===== config.mk =====
export PLATFORM = sky130hd
export DESIGN_NAME = sws_ddr3_dev
export DESIGN_NICKNAME = d
export VERILOG_FILES = /design/src/sws_pkg.sv /design/src/sws_ddr3_dev.sv /design/src/sws_wr_burst.sv
export SDC_FILE = /design/constraint.sdc
export NUM_CORES = 1
export LEC_CHECK = 0
export BUFFER_PORTS_ARGS = -buffer_cell sky130_fd_sc_hd__buf_2
export CORE_AREA = 2 2 201 124
export CTS_CLUSTER_DIAMETER = 150
export DETAILED_ROUTE_END_ITERATION = 7
export DIE_AREA = 0 0 203 126
export PLACE_DENSITY_LB_ADDON = 0.2
export SLEW_MARGIN = 20
export SYNTH_ARGS = -nofsm -noshare
export SYNTH_HDL_FRONTEND = slang
export SYNTH_SLANG_ARGS = --single-unit
export TNS_END_PERCENT = 20

===== constraint.sdc =====
create_clock -name aclk -period 3.69 [get_ports aclk]
set_input_delay 0.369 -clock aclk [delete_from_list [all_inputs] [get_ports aclk]]
set_output_delay 0.369 -clock aclk [all_outputs]
set_load 0.01 [all_outputs]

===== src/sws_pkg.sv =====
// Purpose: shared constants and types of the write, precharge and self refresh core
// Assumes: 32-bit AXI4-Lite register bus, 8-bit byte addresses
// Notes: one number, one name
package sws_pkg;

    localparam int DQ_W = 8;
    localparam int BANKS = 8;
    localparam int ADDR_W = 15;
    localparam int CNT_W = 10;
    localparam int WL_DEPTH = 32;

    // register byte offsets
    localparam logic [7:0] OFF_CFG = 8'h00;
    localparam logic [7:0] OFF_STATUS = 8'h04;
    localparam logic [7:0] OFF_COUNT = 8'h08;
    localparam logic [7:0] OFF_ERR = 8'h0C;
    localparam logic [7:0] OFF_LAST = 8'h10;

    // configuration fields
    localparam int CFG_BL_LSB = 0;
    localparam int CFG_AL_LSB = 4;
    localparam int CFG_CWL_LSB = 8;
    localparam int CFG_NOM_BIT = 12;
    localparam int CFG_DYN_BIT = 13;
    localparam logic [31:0] CFG_RST = 32'h0000_0500;

    // status fields
    localparam int ST_BANK_LSB = 0;
    localparam int ST_SR_LSB = 8;
    localparam int ST_DLL_BIT = 10;
    localparam int ST_CHOP_BIT = 11;

    // sticky error bits, write one to clear
    localparam int ERR_IDLE_BIT = 0;
    localparam int ERR_EXIT_BIT = 1;
    localparam int ERR_ODT_BIT = 2;
    localparam int ERR_OPEN_BIT = 3;
    localparam int ERR_W = 4;

    // burst length field codes
    localparam logic [1:0] BL_FIXED8 = 2'h0;
    localparam logic [1:0] BL_OTF = 2'h1;
    localparam logic [1:0] BL_FIXED4 = 2'h2;

    localparam int A10_BIT = 10;
    localparam int A12_BIT = 12;

    localparam logic [1:0] RESP_OKAY = 2'h0;
    localparam logic [1:0] RESP_SLVERR = 2'h2;

    // timing
    localparam int CLK_PERIOD_NS = 20;
    localparam int T_XS_NS = 170;
    localparam int XS_CYC = (T_XS_NS + CLK_PERIOD_NS - 1) / CLK_PERIOD_NS;
    localparam int XSDLL_CYC = 512;

    typedef enum logic [1:0] {SR_NORM, SR_IN, SR_EXIT} sws_sr_t;

    typedef struct packed {
        logic rst_n;
        logic cke;
        logic cs_n;
        logic ras_n;
        logic cas_n;
        logic we_n;
        logic odt;
        logic [2:0] ba;
        logic [ADDR_W-1:0] addr;
    } sws_pins_t;

endpackage : sws_pkg


===== src/sws_ddr3_dev.sv =====
// Purpose: DDR3-class device core: burst type, banks, precharge, self refresh
// Assumes: command pins sampled once per aclk, two write beats per aclk
// Notes: registers over AXI4-Lite
////////////////////////////////////////////////////////////////////////////////
// Notes on behaviour
// - write is eight beats for field 00, or field 01 with A12 high
// - field 01 with A12 low chops that read or write to four beats
// - field 10 chops every read and write to four beats
// - precharge with A10 high closes all banks, else the addressed one
// - precharged bank is idle and must be activated before access
// - refresh with CKE low enters self refresh, held while CKE low
// - DLL off in self refresh, re-enabled and reset on exit
// - self refresh ignores all but CKE and reset, refreshes once early
// - exit timers start at first edge with CKE seen high
// - first write beat follows the write by additive plus write latency
// - masked beats are discarded, unmasked beats stored
////////////////////////////////////////////////////////////////////////////////
`timescale 1ns/1ps
`default_nettype none
module sws_ddr3_dev #(
    parameter int XS_CYC = sws_pkg::XS_CYC,
    parameter int XSDLL_CYC = sws_pkg::XSDLL_CYC,
    parameter int DEPTH = sws_pkg::WL_DEPTH
) (
    input wire logic aclk,
    input wire logic aresetn,
    input wire logic [7:0] s_axi_awaddr,
    input wire logic s_axi_awvalid,
    output logic s_axi_awready,
    input wire logic [31:0] s_axi_wdata,
    input wire logic [3:0] s_axi_wstrb,
    input wire logic s_axi_wvalid,
    output logic s_axi_wready,
    output logic [1:0] s_axi_bresp,
    output logic s_axi_bvalid,
    input wire logic s_axi_bready,
    input wire logic [7:0] s_axi_araddr,
    input wire logic s_axi_arvalid,
    output logic s_axi_arready,
    output logic [31:0] s_axi_rdata,
    output logic [1:0] s_axi_rresp,
    output logic s_axi_rvalid,
    input wire logic s_axi_rready,
    input wire sws_pkg::sws_pins_t pins,
    input wire logic [2*sws_pkg::DQ_W-1:0] dq_pair,
    input wire logic [1:0] dm_pair,
    output logic dll_locked
);

    localparam int CW = sws_pkg::CNT_W;
    localparam int DW = sws_pkg::DQ_W;
    localparam logic [CW-1:0] XS_LOAD = CW'(XS_CYC - 1);
    localparam logic [CW-1:0] DLL_LOAD = CW'(XSDLL_CYC - 1);

    if (XS_CYC < 1 || XS_CYC > 1024 || XSDLL_CYC < 1 || XSDLL_CYC > 1024) begin : g_chk
        $error("sws_ddr3_dev: exit counts must lie in 1..1024");
    end

    typedef struct packed {
        sws_pkg::sws_pins_t p1;
        sws_pkg::sws_pins_t p2;
        logic [2*DW-1:0] d1;
        logic [2*DW-1:0] d2;
        logic [1:0] m1;
        logic [1:0] m2;
        logic cke_q;
        sws_pkg::sws_sr_t sr;
        logic [sws_pkg::BANKS-1:0] bank_open;
        logic [CW-1:0] tcnt;
        logic [CW-1:0] dll_cnt;
        logic dll_on;
        logic dll_locked;
        logic last_chop;
        logic int_ref;
        logic [31:0] cfg;
        logic [sws_pkg::ERR_W-1:0] err;
        logic aw_got;
        logic w_got;
        logic [7:0] awaddr;
        logic [31:0] wdata;
        logic [3:0] wstrb;
        logic awready;
        logic wready;
        logic bvalid;
        logic [1:0] bresp;
        logic arready;
        logic rvalid;
        logic [31:0] rdata;
        logic [1:0] rresp;
    } sws_dev_t;

    sws_dev_t st;
    sws_dev_t next_st;

    ////////////////////////////////////////////////////////////////////////////
    // command decode
    logic cmd_ok;
    logic cmd_act;
    logic cmd_rd;
    logic cmd_wr;
    logic cmd_pre;
    logic cmd_sre;
    logic cmd_any;
    logic chop;
    logic [1:0] bl_mode;
    logic wr_start;
    logic [15:0] stored_cnt;
    logic [15:0] masked_cnt;
    logic [DW-1:0] last_data;
    logic [4:0] wl;

    assign cmd_ok = st.cke_q && !st.p2.cs_n;
    assign cmd_act = cmd_ok && st.p2.cke && !st.p2.ras_n && st.p2.cas_n && st.p2.we_n;
    assign cmd_rd = cmd_ok && st.p2.cke && st.p2.ras_n && !st.p2.cas_n && st.p2.we_n;
    assign cmd_wr = cmd_ok && st.p2.cke && st.p2.ras_n && !st.p2.cas_n && !st.p2.we_n;
    assign cmd_pre = cmd_ok && st.p2.cke && !st.p2.ras_n && st.p2.cas_n && !st.p2.we_n;
    assign cmd_sre = cmd_ok && !st.p2.cke && !st.p2.ras_n && !st.p2.cas_n && st.p2.we_n;
    assign cmd_any = cmd_ok && !(st.p2.ras_n && st.p2.cas_n && st.p2.we_n);
    assign bl_mode = st.cfg[sws_pkg::CFG_BL_LSB +: 2];
    assign chop = (bl_mode == sws_pkg::BL_FIXED4)
        || (bl_mode == sws_pkg::BL_OTF && !st.p2.addr[sws_pkg::A12_BIT]);
    assign wl = 5'(st.cfg[sws_pkg::CFG_AL_LSB +: 4]) + 5'(st.cfg[sws_pkg::CFG_CWL_LSB +: 4]);
    assign wr_start = (st.sr == sws_pkg::SR_NORM) && cmd_wr && st.bank_open[st.p2.ba];

    sws_wr_burst #(
        .DW(DW),
        .DEPTH(DEPTH)
    ) u_wr (
        .aclk(aclk),
        .aresetn(aresetn),
        .start(wr_start),
        .chop(chop),
        .wl(wl),
        .dq_pair(st.d2),
        .dm_pair(st.m2),
        .stored_cnt(stored_cnt),
        .masked_cnt(masked_cnt),
        .last_data(last_data)
    );

    ////////////////////////////////////////////////////////////////////////////
    // next state
    always_comb begin
        next_st = st;
        next_st.p1 = pins;
        next_st.p2 = st.p1;
        next_st.d1 = dq_pair;
        next_st.d2 = st.d1;
        next_st.m1 = dm_pair;
        next_st.m2 = st.m1;
        next_st.cke_q = st.p2.cke;
        next_st.int_ref = 1'b0;

        // register writes, clears before hardware sets
        if (s_axi_awvalid && st.awready) begin
            next_st.aw_got = 1'b1;
            next_st.awaddr = s_axi_awaddr;
        end
        if (s_axi_wvalid && st.wready) begin
            next_st.w_got = 1'b1;
            next_st.wdata = s_axi_wdata;
            next_st.wstrb = s_axi_wstrb;
        end
        if (st.aw_got && st.w_got && !st.bvalid) begin
            next_st.aw_got = 1'b0;
            next_st.w_got = 1'b0;
            next_st.bvalid = 1'b1;
            next_st.bresp = sws_pkg::RESP_OKAY;
            unique case ({st.awaddr[7:2], 2'h0})
                sws_pkg::OFF_CFG: begin
                    for (int i = 0; i < 4; i++) begin
                        if (st.wstrb[i]) begin
                            next_st.cfg[8*i +: 8] = st.wdata[8*i +: 8];
                        end
                    end
                end
                sws_pkg::OFF_ERR: begin
                    if (st.wstrb[0]) begin
                        next_st.err = st.err & ~st.wdata[sws_pkg::ERR_W-1:0];
                    end
                end
                sws_pkg::OFF_STATUS, sws_pkg::OFF_COUNT, sws_pkg::OFF_LAST: begin
                end
                default: begin
                    next_st.bresp = sws_pkg::RESP_SLVERR;
                end
            endcase
        end else if (st.bvalid && s_axi_bready) begin
            next_st.bvalid = 1'b0;
        end
        next_st.awready = !next_st.aw_got && !next_st.bvalid;
        next_st.wready = !next_st.w_got && !next_st.bvalid;

        // register reads
        if (s_axi_arvalid && st.arready) begin
            next_st.rvalid = 1'b1;
            next_st.rresp = sws_pkg::RESP_OKAY;
            next_st.rdata = 32'h0000_0000;
            unique case ({s_axi_araddr[7:2], 2'h0})
                sws_pkg::OFF_CFG: next_st.rdata = st.cfg;
                sws_pkg::OFF_STATUS: begin
                    next_st.rdata[sws_pkg::ST_BANK_LSB +: sws_pkg::BANKS] = st.bank_open;
                    next_st.rdata[sws_pkg::ST_SR_LSB +: 2] = st.sr;
                    next_st.rdata[sws_pkg::ST_DLL_BIT] = st.dll_locked;
                    next_st.rdata[sws_pkg::ST_CHOP_BIT] = st.last_chop;
                end
                sws_pkg::OFF_COUNT: next_st.rdata = {masked_cnt, stored_cnt};
                sws_pkg::OFF_ERR: next_st.rdata[sws_pkg::ERR_W-1:0] = st.err;
                sws_pkg::OFF_LAST: next_st.rdata[DW-1:0] = last_data;
                default: next_st.rresp = sws_pkg::RESP_SLVERR;
            endcase
        end else if (st.rvalid && s_axi_rready) begin
            next_st.rvalid = 1'b0;
        end
        next_st.arready = !next_st.rvalid;

        // dll lock countdown after re-enable
        if (st.dll_on && !st.dll_locked) begin
            if (st.dll_cnt == '0) begin
                next_st.dll_locked = 1'b1;
            end else begin
                next_st.dll_cnt = st.dll_cnt - CW'(1);
            end
        end

        // command handling
        unique case (st.sr)
            sws_pkg::SR_NORM: begin
                if (cmd_act) begin
                    next_st.bank_open[st.p2.ba] = 1'b1;
                end
                if ((cmd_rd || cmd_wr) && !st.bank_open[st.p2.ba]) begin
                    next_st.err[sws_pkg::ERR_IDLE_BIT] = 1'b1;
                end
                if ((cmd_rd || cmd_wr) && st.bank_open[st.p2.ba]) begin
                    next_st.last_chop = chop;
                end
                if (cmd_pre) begin
                    if (st.p2.addr[sws_pkg::A10_BIT]) begin
                        next_st.bank_open = '0;
                    end else begin
                        next_st.bank_open[st.p2.ba] = 1'b0;
                    end
                end
                if (cmd_sre) begin
                    next_st.sr = sws_pkg::SR_IN;
                    next_st.dll_on = 1'b0;
                    next_st.dll_locked = 1'b0;
                    next_st.int_ref = 1'b1;
                    if (st.bank_open != '0) begin
                        next_st.err[sws_pkg::ERR_OPEN_BIT] = 1'b1;
                    end
                    if (st.p2.odt && (st.cfg[sws_pkg::CFG_NOM_BIT] || st.cfg[sws_pkg::CFG_DYN_BIT])) begin
                        next_st.err[sws_pkg::ERR_ODT_BIT] = 1'b1;
                    end
                end
            end
            sws_pkg::SR_IN: begin
                if (st.p2.cke) begin
                    next_st.sr = sws_pkg::SR_EXIT;
                    next_st.tcnt = XS_LOAD;
                    next_st.dll_on = 1'b1;
                    next_st.dll_cnt = DLL_LOAD;
                end
            end
            sws_pkg::SR_EXIT: begin
                if (cmd_any) begin
                    next_st.err[sws_pkg::ERR_EXIT_BIT] = 1'b1;
                end
                if (st.tcnt == '0) begin
                    next_st.sr = sws_pkg::SR_NORM;
                end else begin
                    next_st.tcnt = st.tcnt - CW'(1);
                end
            end
            default: begin
                next_st.sr = sws_pkg::SR_NORM;
            end
        endcase

        // device reset pin
        if (!st.p2.rst_n) begin
            next_st.bank_open = '0;
            next_st.sr = sws_pkg::SR_NORM;
            next_st.dll_on = 1'b1;
            next_st.dll_locked = 1'b0;
            next_st.dll_cnt = DLL_LOAD;
        end

        if (!aresetn) begin
            next_st = '0;
            next_st.cfg = sws_pkg::CFG_RST;
            next_st.sr = sws_pkg::SR_NORM;
            next_st.dll_on = 1'b1;
            next_st.dll_cnt = DLL_LOAD;
        end
    end

    always_ff @(posedge aclk) begin
        st <= next_st;
    end

    assign s_axi_awready = st.awready;
    assign s_axi_wready = st.wready;
    assign s_axi_bvalid = st.bvalid;
    assign s_axi_bresp = st.bresp;
    assign s_axi_arready = st.arready;
    assign s_axi_rvalid = st.rvalid;
    assign s_axi_rdata = st.rdata;
    assign s_axi_rresp = st.rresp;
    assign dll_locked = st.dll_locked;
endmodule : sws_ddr3_dev
`default_nettype wire


===== src/sws_wr_burst.sv =====
// Purpose: write data capture after the write latency, with data mask
// Assumes: data and start arrive with equal pipeline delay, two beats per clock
// Notes: overlapping writes queue in a start pipeline
`timescale 1ns/1ps
`default_nettype none
module sws_wr_burst #(
    parameter int DW = sws_pkg::DQ_W,
    parameter int DEPTH = sws_pkg::WL_DEPTH
) (
    input wire logic aclk,
    input wire logic aresetn,
    input wire logic start,
    input wire logic chop,
    input wire logic [4:0] wl,
    input wire logic [2*DW-1:0] dq_pair,
    input wire logic [1:0] dm_pair,
    output logic [15:0] stored_cnt,
    output logic [15:0] masked_cnt,
    output logic [DW-1:0] last_data
);

    if (DEPTH < 32 || DW < 1) begin : g_chk
        $error("sws_wr_burst: DEPTH must cover the largest write latency");
    end

    typedef struct packed {
        logic [DEPTH-1:0] pipe;
        logic [DEPTH-1:0] chop_pipe;
        logic [1:0] left;
        logic [15:0] stored;
        logic [15:0] masked;
        logic [DW-1:0] last;
    } sws_wb_t;

    sws_wb_t st;
    sws_wb_t next_st;
    logic tap;
    logic tap_chop;
    logic active;

    always_comb begin
        next_st = st;
        next_st.pipe = {st.pipe[DEPTH-2:0], start};
        next_st.chop_pipe = {st.chop_pipe[DEPTH-2:0], chop};
        tap = (wl != 5'h00) && st.pipe[wl - 5'h01];
        tap_chop = (wl != 5'h00) && st.chop_pipe[wl - 5'h01];
        active = tap || (st.left != 2'h0);
        if (tap) begin
            next_st.left = tap_chop ? 2'h1 : 2'h3;
        end else if (st.left != 2'h0) begin
            next_st.left = st.left - 2'h1;
        end
        if (active) begin
            for (int i = 0; i < 2; i++) begin
                if (!dm_pair[i]) begin
                    next_st.stored = next_st.stored + 16'h0001;
                    next_st.last = dq_pair[i*DW +: DW];
                end else begin
                    next_st.masked = next_st.masked + 16'h0001;
                end
            end
        end
        if (!aresetn) begin
            next_st = '0;
        end
    end

    always_ff @(posedge aclk) begin
        st <= next_st;
    end

    assign stored_cnt = st.stored;
    assign masked_cnt = st.masked;
    assign last_data = st.last;
endmodule : sws_wr_burst
`default_nettype wire

==> impl_metrics.json, run 1 <==
{
  "h-tree-depth": 1,
  "layout.nets": 1686,
  "top_layer": "met4",
  "drt_iter0_drc": 774,
  "worst_path_max_delay_cell": "fa_1",
  "hold_class": "in -> reg",
  "via_per_inst": 5.59,
  "cts_root_buf": "clkbuf_16",
  "outcome": "finished clean",
  "dpl-instance-area_sq_um": 14200,
  "cts_resized": 0,
  "fmax_mhz": 291,
  "antennaDiodeCount": 0,
  "fin_crit_ps": 3430,
  "layout-drive-gt1-share_pct": 16.5,
  "gr-total-overflow": 0,
  "cts.sinks": 319,
  "fin_setup_tns_ps": 0,
  "crit_path_end_kind": "flip-flop",
  "crit_path_start_kind": "flip-flop",
  "setup_viol": 0,
  "rsz0062_at_grt": "false",
  "yosys_warnings": 0,
  "p_per_area_nw_per_um2": 487,
  "p_leak_uw": 0.00594,
  "cp.required_ps": 4180,
  "grt_usage_pct": 24.1,
  "mostFrequentLayoutCell": "dfxtp_1",
  "crit_chain": "ha_1 -> fa_1 -> inv_1 -> ha_1 -> buf_12 -> mux4_2 -> nand2_1 -> mux2i_1 -> o21ai_4 -> nand3_4 -> buf_4 -> nand3_1 -> mux2i_1",
  "start_util_pct": 58.0,
  "timing.final.crit_share_pct": 93.1,
  "syn_inst": 1533,
  "cp.arrival_ps": 3920,
  "fp.dieW_microns": 203,
  "crit_path_max_fanout": 28,
  "numCtsBuffers": 29,
  "routed-wl-met3_microns": 1920,
  "slew_violations": 0,
  "cap_violations": 0,
  "clk_latency_ps": 550,
  "post-route-drc-count": 0,
  "final_cell_mix": "319 x dfxtp_1, 198 x nand2_1, 130 x and2_1",
  "preCtsSetupSlack_ps": 294,
  "tightest_slew_ps": 716,
  "synth-main-ff-cell": "dfxtp_1",
  "ys_seq_area_share_pct": 46.4,
  "syn_to_final_growth_pct": 10.8,
  "synth_seq_cells": 319,
  "clkSlewWorstSetupHoldPaths_ps": 70,
  "grt_max_degree": 88,
  "synth.top_cells.by_area": "dfxtp_1 46%, and2_1 5.9%, nand2_1 5.4%, a21oi_1 4.7%, nor2_1 2.9%",
  "place_congestion": 0.892,
  "num_vias": 10705,
  "yosysTopAreaCellShare_pct": 46.4,
  "n_fill_cell": 1994,
  "finalHoldViolCount": 0,
  "portBuffers": 124,
  "dieArea_sq_um": 25600,
  "grt_pass1_vias": 9695,
  "ioPinCount": 144,
  "firstDrtPassIters": 5,
  "cts_hold_buf": 0,
  "multiInputGateArea_sq_um": 6570,
  "syn_area_per_cell_sq_um": 8.97,
  "ys_types": 89,
  "wirelength_microns": 31000,
  "die_h_microns": 126,
  "ff_latch_area_sq_um": 6390,
  "drt-met1-wl_microns": 15500,
  "ir_worst_vdd_mv": 0.480,
  "wl_per_cell_microns": 16.2,
  "dr_wl_met2_microns": 13200,
  "critPathMaxStageDelay_ps": 500,
  "setup_slack_ps": 256,
  "dp_hpwl_microns": 21500,
  "synth_edf_count": 0,
  "coreArea_sq_um": 23700,
  "antenna_found_initial": 0,
  "clock_path_buffers": 3,
  "cts_setup_buffers": 0,
  "critical_path_class": "reg -> reg",
  "clock_skew_ps": 12.4,
  "syn_area_sq_um": 13800,
  "grt_pass1_wl_microns": 50400,
  "final_area_sq_um": 15200,
  "cts_tree": "built",
  "relSlewSlack_pct": 51.9,
  "ant_nets": 0,
  "synth-async-reset-ratio_pct": 0,
  "yosys.area.top_type": "dfxtp_1",
  "rows": 44
}
## worst max-delay path, delay by kind of cell, from the launching register on
| kind | cells | cell delay, ps |
|---|---|---|
| buf+inv | 3 | 560 |
| compound gates | 1 | 210 |
| fa+ha+maj | 3 | 1130 |
| mux | 3 | 580 |
| flops | 1 | 330 |
| simple gates | 3 | 540 |
## metal layers
metal,vias up,GRT usage [%]
met5,-,0
met4,0,4.25
met3,30,3.93
met2,277,35.6
met1,5088,37.3
li1,5310,-
## cell type report
type	instances	share of cell area, %
inverter	22	0.558
tap	322	2.64
clock buffer	38	5.31
timing repair buffer	144	5.24
sequential	319	41.9
multi-input combinational	1054	43.1
clock inverter	15	1.22
## per-stage QoR
stage / utilization [%] / hold slack [ps] / cells / power, uW
2_1_floorplan: - / 412 / 1534 / 4260
3_3_place_gp: 60.0 / 416 / 1861 / 4360
3_5_place_dp: 60.0 / 420 / 1861 / 4380
4_1_cts: 64.2 / 0.698 / 1914 / 7480
5_1_grt: 64.2 / 2.77 / 1914 / 7720
6_report: 64.2 / 21.3 / 1914 / 7430
## flip-flops by register name, indices dropped and copies added, names as in the netlist
signal,count
s_axi_arready,1
s_axi_bresp,1
s_axi_awready,1
bl_mode,2
st,171
u_wr.masked_cnt,16
s_axi_rresp,1
dll_locked,1
u_wr.last_data,8
s_axi_rdata,32
u_wr.stored_cnt,16
s_axi_rvalid,1
u_wr.st,66
s_axi_wready,1
s_axi_bvalid,1
## cell families after synthesis
group	after synthesis	share of synthesized area, %
adder cells (fa/ha/maj)	14	1.33
other	1	0.0273
XOR/XNOR	37	2.62
AND/OR/NAND/NOR	652	24.2
AO/OA/AOI/OAI	291	13.4
buffers and inverters	161	5.94
flip-flops	319	46.4
multiplexers	58	6.00
## synthesized netlist by cell type (25+ instances only)
cell / n
xnor2_1: 25
nor2_1: 105
a21oi_1: 128
clkbuf_1: 73
dfxtp_1: 319
nand2_1: 198
o21ai_0: 45
and2_1: 130
nand3_1: 65
nor3_1: 40
buf_4: 39
mux2i_1: 32
## final timing paths
| kind | startpoint | depth (start not counted) | slack [ps] | to |
|---|---|---|---|---|
| worst min-delay path | dq_pair[1] | 2 | 20 | st[179] |
| worst max-delay path | st[95] | 13 | 260 | u_wr.stored_cnt[6] |
| worst min register to register | st[161] | 1 | 430 | st[159] |
| worst max register to register | st[95] | 13 | 260 | u_wr.stored_cnt[6] |
## power by group
| part | total [uW] | internal [uW] | switching (uW) |
|---|---|---|---|
| clock network | 3120 | 1820 | 1290 |
| registers | 3670 | 3560 | 105 |
| logic | 642 | 254 | 388 |
No activity file was read; power rests on OpenSTA's default activity.
==> run 2, diff against run 1 <==
--- a/config.mk
+++ b/config.mk
@@ -6,11 +6,11 @@
 export NUM_CORES = 1
 export LEC_CHECK = 0
 export BUFFER_PORTS_ARGS = -buffer_cell sky130_fd_sc_hd__buf_2
-export CORE_AREA = 2 2 201 124
+export CORE_AREA = 2 2 208 128
 export CTS_CLUSTER_DIAMETER = 150
 export DETAILED_ROUTE_END_ITERATION = 7
-export DIE_AREA = 0 0 203 126
-export PLACE_DENSITY_LB_ADDON = 0.2
+export DIE_AREA = 0 0 210 130
+export PLACE_DENSITY = 0.76
 export SLEW_MARGIN = 20
 export SYNTH_ARGS = -nofsm -noshare
 export SYNTH_HDL_FRONTEND = slang
==> run 2 against run 1 <==
Largest cell class unchanged. Via count grew 0.96%. Worst hold slack gained 2.0 ps. First-iteration DRC count grew 25%. Combinational power grew 3%. Routed wire length grew 2.2%. Clock power shrank 4%. Critical path depth shrank 1. Largest power group unchanged. Global-route usage shrank 1.2 points. Clock skew grew 4.0 ps. Sequential share of layout area shrank 0.058 points. Flip-flop and latch count is the same.
==> impl_metrics.json, run 2 (synthesis results as in run 1) <==
{
  "placed_cells": 1882,
  "dieArea_sq_um": 27300,
  "top_register": "st",
  "critical_path_class": "reg -> reg",
  "grt_pass1_vias": 10076,
  "fin_crit_ps": 3470,
  "ioPinCount": 144,
  "crit_path_start_kind": "flip-flop",
  "ir_worst_vdd_mv": 0.382,
  "slew_violations": 0,
  "grt_max_degree": 82,
  "crit_start": "st[99]",
  "firstDrtPassIters": 5,
  "layout-drive-gt1-share_pct": 16.7,
  "die_h_microns": 130,
  "fp.dieW_microns": 210,
  "clock_path_buffers": 3,
  "preCtsSetupSlack_ps": 248,
  "crit_end": "u_wr.masked_cnt[6]",
  "cts_root_buf": "clkbuf_16",
  "p_per_area_nw_per_um2": 480,
  "grt_usage_pct": 22.9,
  "worstRegToRegCells": 12,
  "hold_class": "in -> reg",
  "fin_setup_tns_ps": 0,
  "dp_hpwl_microns": 22200,
  "cts_resized": 0,
  "timing.final.crit_share_pct": 93.9,
  "finalPower_uw": 7320,
  "critPathMaxStageDelay_ps": 550,
  "clkSlewWorstSetupHoldPaths_ps": 70,
  "rows": 46,
  "portBuffers": 124,
  "wirelength_microns": 31600,
  "grt_pass1_wl_microns": 50900,
  "cp.required_ps": 4170,
  "rrSetupSlack_ps": 220,
  "ant_nets": 0,
  "crit_path_max_fanout": 25,
  "outcome": "finished clean",
  "start_util_pct": 53.5,
  "cp.arrival_ps": 3950,
  "cpLargestDelayFamily": "adder cells",
  "final_cell_mix": "319 x dfxtp_1, 197 x nand2_1, 130 x and2_1",
  "antennaDiodeCount": 0,
  "num_vias": 10808,
  "fmax_mhz": 289,
  "crit_path_end_kind": "flip-flop",
  "tightest_slew_ps": 1050,
  "coreArea_sq_um": 25700,
  "rsz0062_at_grt": "false",
  "via_per_inst": 5.59,
  "post-route-drc-count": 0,
  "place_congestion": 0.918,
  "layout.nets": 1694,
  "mostFrequentLayoutCell": "dfxtp_1",
  "post-route-util_pct": 59.3,
  "setup_slack_ps": 224,
  "syn_to_final_growth_pct": 10.9,
  "wl_per_cell_microns": 16.3,
  "cp.depth": 12,
  "cap_violations": 0,
  "crit_chain": "ha_1 -> fa_1 -> inv_1 -> ha_1 -> mux4_2 -> nand2_1 -> mux2i_1 -> o21bai_4 -> nand3_4 -> buf_4 -> o21ai_1 -> mux2i_1",
  "finalHoldViolCount": 0,
  "worst_path_max_delay_cell": "ha_1",
  "setup_viol": 0,
  "relSlewSlack_pct": 30.1,
  "clk_latency_ps": 550,
  "h-tree-depth": 1,
  "worstReg2RegStart": "st[99]",
  "cts_tree": "built",
  "clock_skew_ps": 16.3,
  "gr-total-overflow": 0,
  "numCtsBuffers": 28,
  "cp.buffers_inverters": 2,
  "rr_endpoint": "u_wr.masked_cnt[6]",
  "largest_register_ffs": 171,
  "drt_iter0_drc": 970,
  "antenna_found_initial": 0,
  "p_leak_uw": 0.00595,
  "stdcell_count": 1935,
  "cts.sinks": 319
}
-- run 2: timing repair --
action	CTS	global route
setup endpoints to repair	0	0
setup buffers	0	0
hold buffers	2	0
endpoints found under the hold margin	2	0
-- run 2: layer usage --
| layer | GRT usage [%] | wire length [microns] | vias to the layer above |
|---|---|---|---|
| li1 | - | - | 5341 |
| met1 | 32.9 | 15000 | 5094 |
| met2 | 35.7 | 14000 | 325 |
| met3 | 4.02 | 2020 | 48 |
| met4 | 6.09 | 588 | 0 |
| met5 | 0 | 0 | - |
-- run 2: stage by stage --
stage                     hold WS [ps]  instance area (sq um)
after detailed placement           418                  14300
after CTS                         2.03                  15300
after floorplan                    412                  13800
after global routing              8.89                  15300
final                             23.3                  15300
after global placement             415                  14300
-- run 2: worst min-delay path by stage --
stage / slack [ps] / startpoint / depth (start not counted) / to
after global placement: 410 / st[161] / 1 / st[159]
after CTS: 2 / dq_pair[0] / 2 / st[178]
after detailed placement: 420 / st[180] / 1 / st[164]
final: 20 / dq_pair[0] / 2 / st[178]
after floorplan: 410 / st[160] / 1 / st[158]
after global routing: 9 / pins[23] / 2 / st[242]
-- run 2: worst reg2reg max path: stages, from the launching register on --
cell,delay (ps)
dfxtp_1,340
ha_1,230
fa_1,500
inv_1,70
ha_1,550
mux4_2,380
nand2_1,100
mux2i_1,110
o21bai_4,190
nand3_4,300
buf_4,320
o21ai_1,110
mux2i_1,200
-- run 2: power breakdown --
group	internal (uW)	switching, uW	total (uW)
Clock	1720	1270	2990
Sequential	3560	110	3670
Combinational	269	390	659
-- run 2: cell type report --
type / instances / area [sq um]
well taps: 336 / 420
inverters: 22 / 85.1
repair buffers: 153 / 846
fillers: 2217 / 10500
flip-flops and latches: 319 / 6390
clock buffers: 42 / 845
clock inverters: 9 / 104
multi-input cells: 1054 / 6570
==> run 3, diff against run 2 <==
--- a/config.mk
+++ b/config.mk
@@ -6,13 +6,14 @@
 export NUM_CORES = 1
 export LEC_CHECK = 0
 export BUFFER_PORTS_ARGS = -buffer_cell sky130_fd_sc_hd__buf_2
-export CORE_AREA = 2 2 208 128
+export CORE_AREA = 2 2 211 130
 export CTS_CLUSTER_DIAMETER = 150
 export DETAILED_ROUTE_END_ITERATION = 7
-export DIE_AREA = 0 0 210 130
-export PLACE_DENSITY = 0.76
+export DIE_AREA = 0 0 213 132
+export PLACE_DENSITY = 0.77
 export SLEW_MARGIN = 20
 export SYNTH_ARGS = -nofsm -noshare
 export SYNTH_HDL_FRONTEND = slang
+export SYNTH_HIERARCHICAL = 1
 export SYNTH_SLANG_ARGS = --single-unit
 export TNS_END_PERCENT = 20
==> run 3 against run 2 <==
Combinational power is 32% higher. Routed wire length rose by 5.6%. Final cell count is 2.3% higher. First-iteration DRC count grew 8.2%. Largest cell class unchanged.
==> impl_metrics.json, run 3 <==
{
  "layout.nets": 1713,
  "yosys_warnings": 6,
  "layout-drive-gt1-share_pct": 16.6,
  "clk_latency_ps": 570,
  "fin_crit_ps": 3600,
  "ant_nets": 0,
  "dp_hpwl_microns": 22800,
  "final_area_sq_um": 15800,
  "ys_types": 85,
  "p_per_area_nw_per_um2": 484,
  "fmax_mhz": 278,
  "finalHoldViolCount": 0,
  "synth_seq_cells": 319,
  "yosysTopAreaCellShare_pct": 44.8,
  "cp.arrival_ps": 4090,
  "slew_violations": 0,
  "top_register": "st",
  "synth_edf_count": 0,
  "multiInputGateArea_sq_um": 6850,
  "timing.final.crit_share_pct": 97.5,
  "p_seq_share_pct": 48.1,
  "coreArea_sq_um": 26100,
  "cts_tree": "built",
  "fp.dieW_microns": 213,
  "numCtsBuffers": 28,
  "yosys.area.top_type": "dfxtp_1",
  "relSlewSlack_pct": 30.1,
  "dpl-instance-area_sq_um": 14600,
  "p_clk_share_pct": 40.5,
  "grt_max_degree": 132,
  "rows": 46,
  "combPwrFrac_pct": 11.4,
  "drt_iter0_drc": 1050,
  "start_util_pct": 54.6,
  "ys_seq_area_share_pct": 44.8,
  "antenna_found_initial": 0,
  "syn_area_sq_um": 14200,
  "crit_path_start_kind": "flip-flop",
  "gr-total-overflow": 0,
  "wirelength_microns": 33400,
  "n_fill_cell": 2215,
  "cts_root_buf": "clkbuf_16",
  "intPower_uw": 5740,
  "place_congestion": 0.901,
  "ff_latch_area_sq_um": 6390,
  "synth.top_cells.by_area": "dfxtp_1 45%, and2_1 5.8%, nand2_1 5.0%, buf_4 4.1%, a21oi_1 4.0%",
  "post-route-drc-count": 0,
  "synth_common_cells": "319 x dfxtp_1, 189 x nand2_1, 132 x and2_1",
  "syn_inst": 1569,
  "tightest_slew_ps": 1040,
  "cp.required_ps": 4180,
  "syn_area_per_cell_sq_um": 9.08,
  "portBuffers": 124,
  "ioPinCount": 144,
  "grt_usage_pct": 23.0,
  "hold_class": "in -> reg",
  "die_h_microns": 132,
  "p_leak_uw": 0.00606,
  "dieArea_sq_um": 28100,
  "power_switching_uw": 1910,
  "firstDrtPassIters": 6,
  "crit_path_max_fanout": 16,
  "antennaDiodeCount": 0,
  "critical_path_class": "reg -> reg",
  "cts.sinks": 319,
  "grt_pass1_wl_microns": 53100,
  "clock_skew_ps": 20.7,
  "p_sw_share_pct": 25.0,
  "crit_path_end_kind": "flip-flop",
  "final_cell_mix": "317 x dfxtp_1, 188 x nand2_1, 132 x and2_1",
  "num_vias": 11317,
  "synth-main-ff-cell": "dfxtp_1",
  "syn_to_final_growth_pct": 11.0,
  "cap_violations": 0,
  "mostFrequentLayoutCell": "dfxtp_1",
  "clkSlewWorstSetupHoldPaths_ps": 70,
  "finalPower_uw": 7650,
  "outcome": "finished clean",
  "grt_pass1_vias": 10312,
  "yosysMostFrequentCell": "dfxtp_1",
  "h-tree-depth": 1,
  "via_per_inst": 5.72,
  "fin_setup_tns_ps": 0,
  "setup_viol": 0,
  "clock_path_buffers": 3,
  "synth-async-reset-ratio_pct": 0,
  "ir_worst_vdd_mv": 0.376,
  "wl_per_cell_microns": 16.9,
  "largest_register_ffs": 171
}
## run 3: cell count changes in the layout (fill, tap and decap cells not counted), sizes merged, moves of 14 or more
cell	delta
a21oi	-22
dlygate4sd3	+14
nand3	-36
nor2	-19
nor3	-18
o21ai	+25
or3	+17
## run 3: path summary, 6_finish.rpt
kind	depth (start not counted)	slack (ps)	start	end
worst max register to register	15	90	st[95]	u_wr/masked_cnt[12]
worst min register to register	1	430	st[238]	st[213]
worst max-delay path	15	90	st[95]	u_wr/masked_cnt[12]
worst min-delay path	2	10	pins[15]	st[234]
## run 3: logic make-up (layout without fill, tap and decap cells)
logic type	Yosys count	in the layout	share of synthesized area [%]
multiplexers	71	71	6.68
AO/OA/AOI/OAI	330	330	15.2
buffers and inverters	197	246	7.54
flip-flops	319	319	44.8
AND/OR/NAND/NOR	605	605	22.5
other	1	2	0.0263
XOR/XNOR	31	31	1.91
adder cells (fa/ha/maj)	15	15	1.35
## run 3: repair_timing
| action | 4_1_cts | 5_1_grt |
|---|---|---|
| cloned | 0 | 1 |
| hold buffers | 16 | 0 |
| pin swaps | 2 | 3 |
| endpoints found under the setup margin | 9 | 8 |
| gates resized for setup | 2 | 7 |
| endpoints found under the hold margin | 16 | 0 |
| buffers inserted | 0 | 5 |
## run 3: area by class of cell
| class | count | area share (%) |
|---|---|---|
| timing repair buffer | 166 | 6.56 |
| clock buffer | 33 | 4.61 |
| sequential | 319 | 40.4 |
| multi-input combinational | 1054 | 43.3 |
| clock inverter | 19 | 1.56 |
| inverter | 28 | 0.665 |
| tap | 360 | 2.85 |
## run 3: stage by stage
step / utilization [%] / hold WS [ps] / setup WS [ps] / instances
3_3_place_gp: 55.8 / 415 / 22.7 / 1905
6_report: 60.6 / 13.3 / 90.6 / 1979
5_1_grt: 60.6 / 8.46 / -53.6 / 1979
4_1_cts: 60.2 / 0.546 / 69.0 / 1973
2_1_floorplan: - / 412 / 311 / 1570
3_5_place_dp: 55.8 / 417 / -77.9 / 1905
## run 3: metal layers
layer	global-route usage [%]	routed length, microns	vias up	part of all wire (%)
met5	0	0	-	0
met4	5.48	595	0	1.8
met3	4.29	2270	46	6.8
met2	34.9	14500	381	43
met1	33.8	16000	5379	48
li1	-	-	5511	-
## run 3: critical path, stage by stage, from the launching register on
cell and delay (ps):
dfxtp_2 330, ha_1 200, inv_1 70, fa_1 450, inv_2 90, inv_1 60, ha_4 290, buf_12 150
mux4_2 250, nor3b_4 70, a2111oi_4 390, a311oi_4 180, buf_4 190, clkbuf_16 170, or4_1 490, a21oi_2 140
## run 3: power groups by stage
stage,clock network [uW],registers [uW],logic [uW]
2_1_floorplan,0,3700,625
3_3_place_gp,0,3750,721
3_5_place_dp,0,3750,737
4_1_cts,3160,3680,754
5_1_grt,3300,3690,956
6_report,3100,3680,871
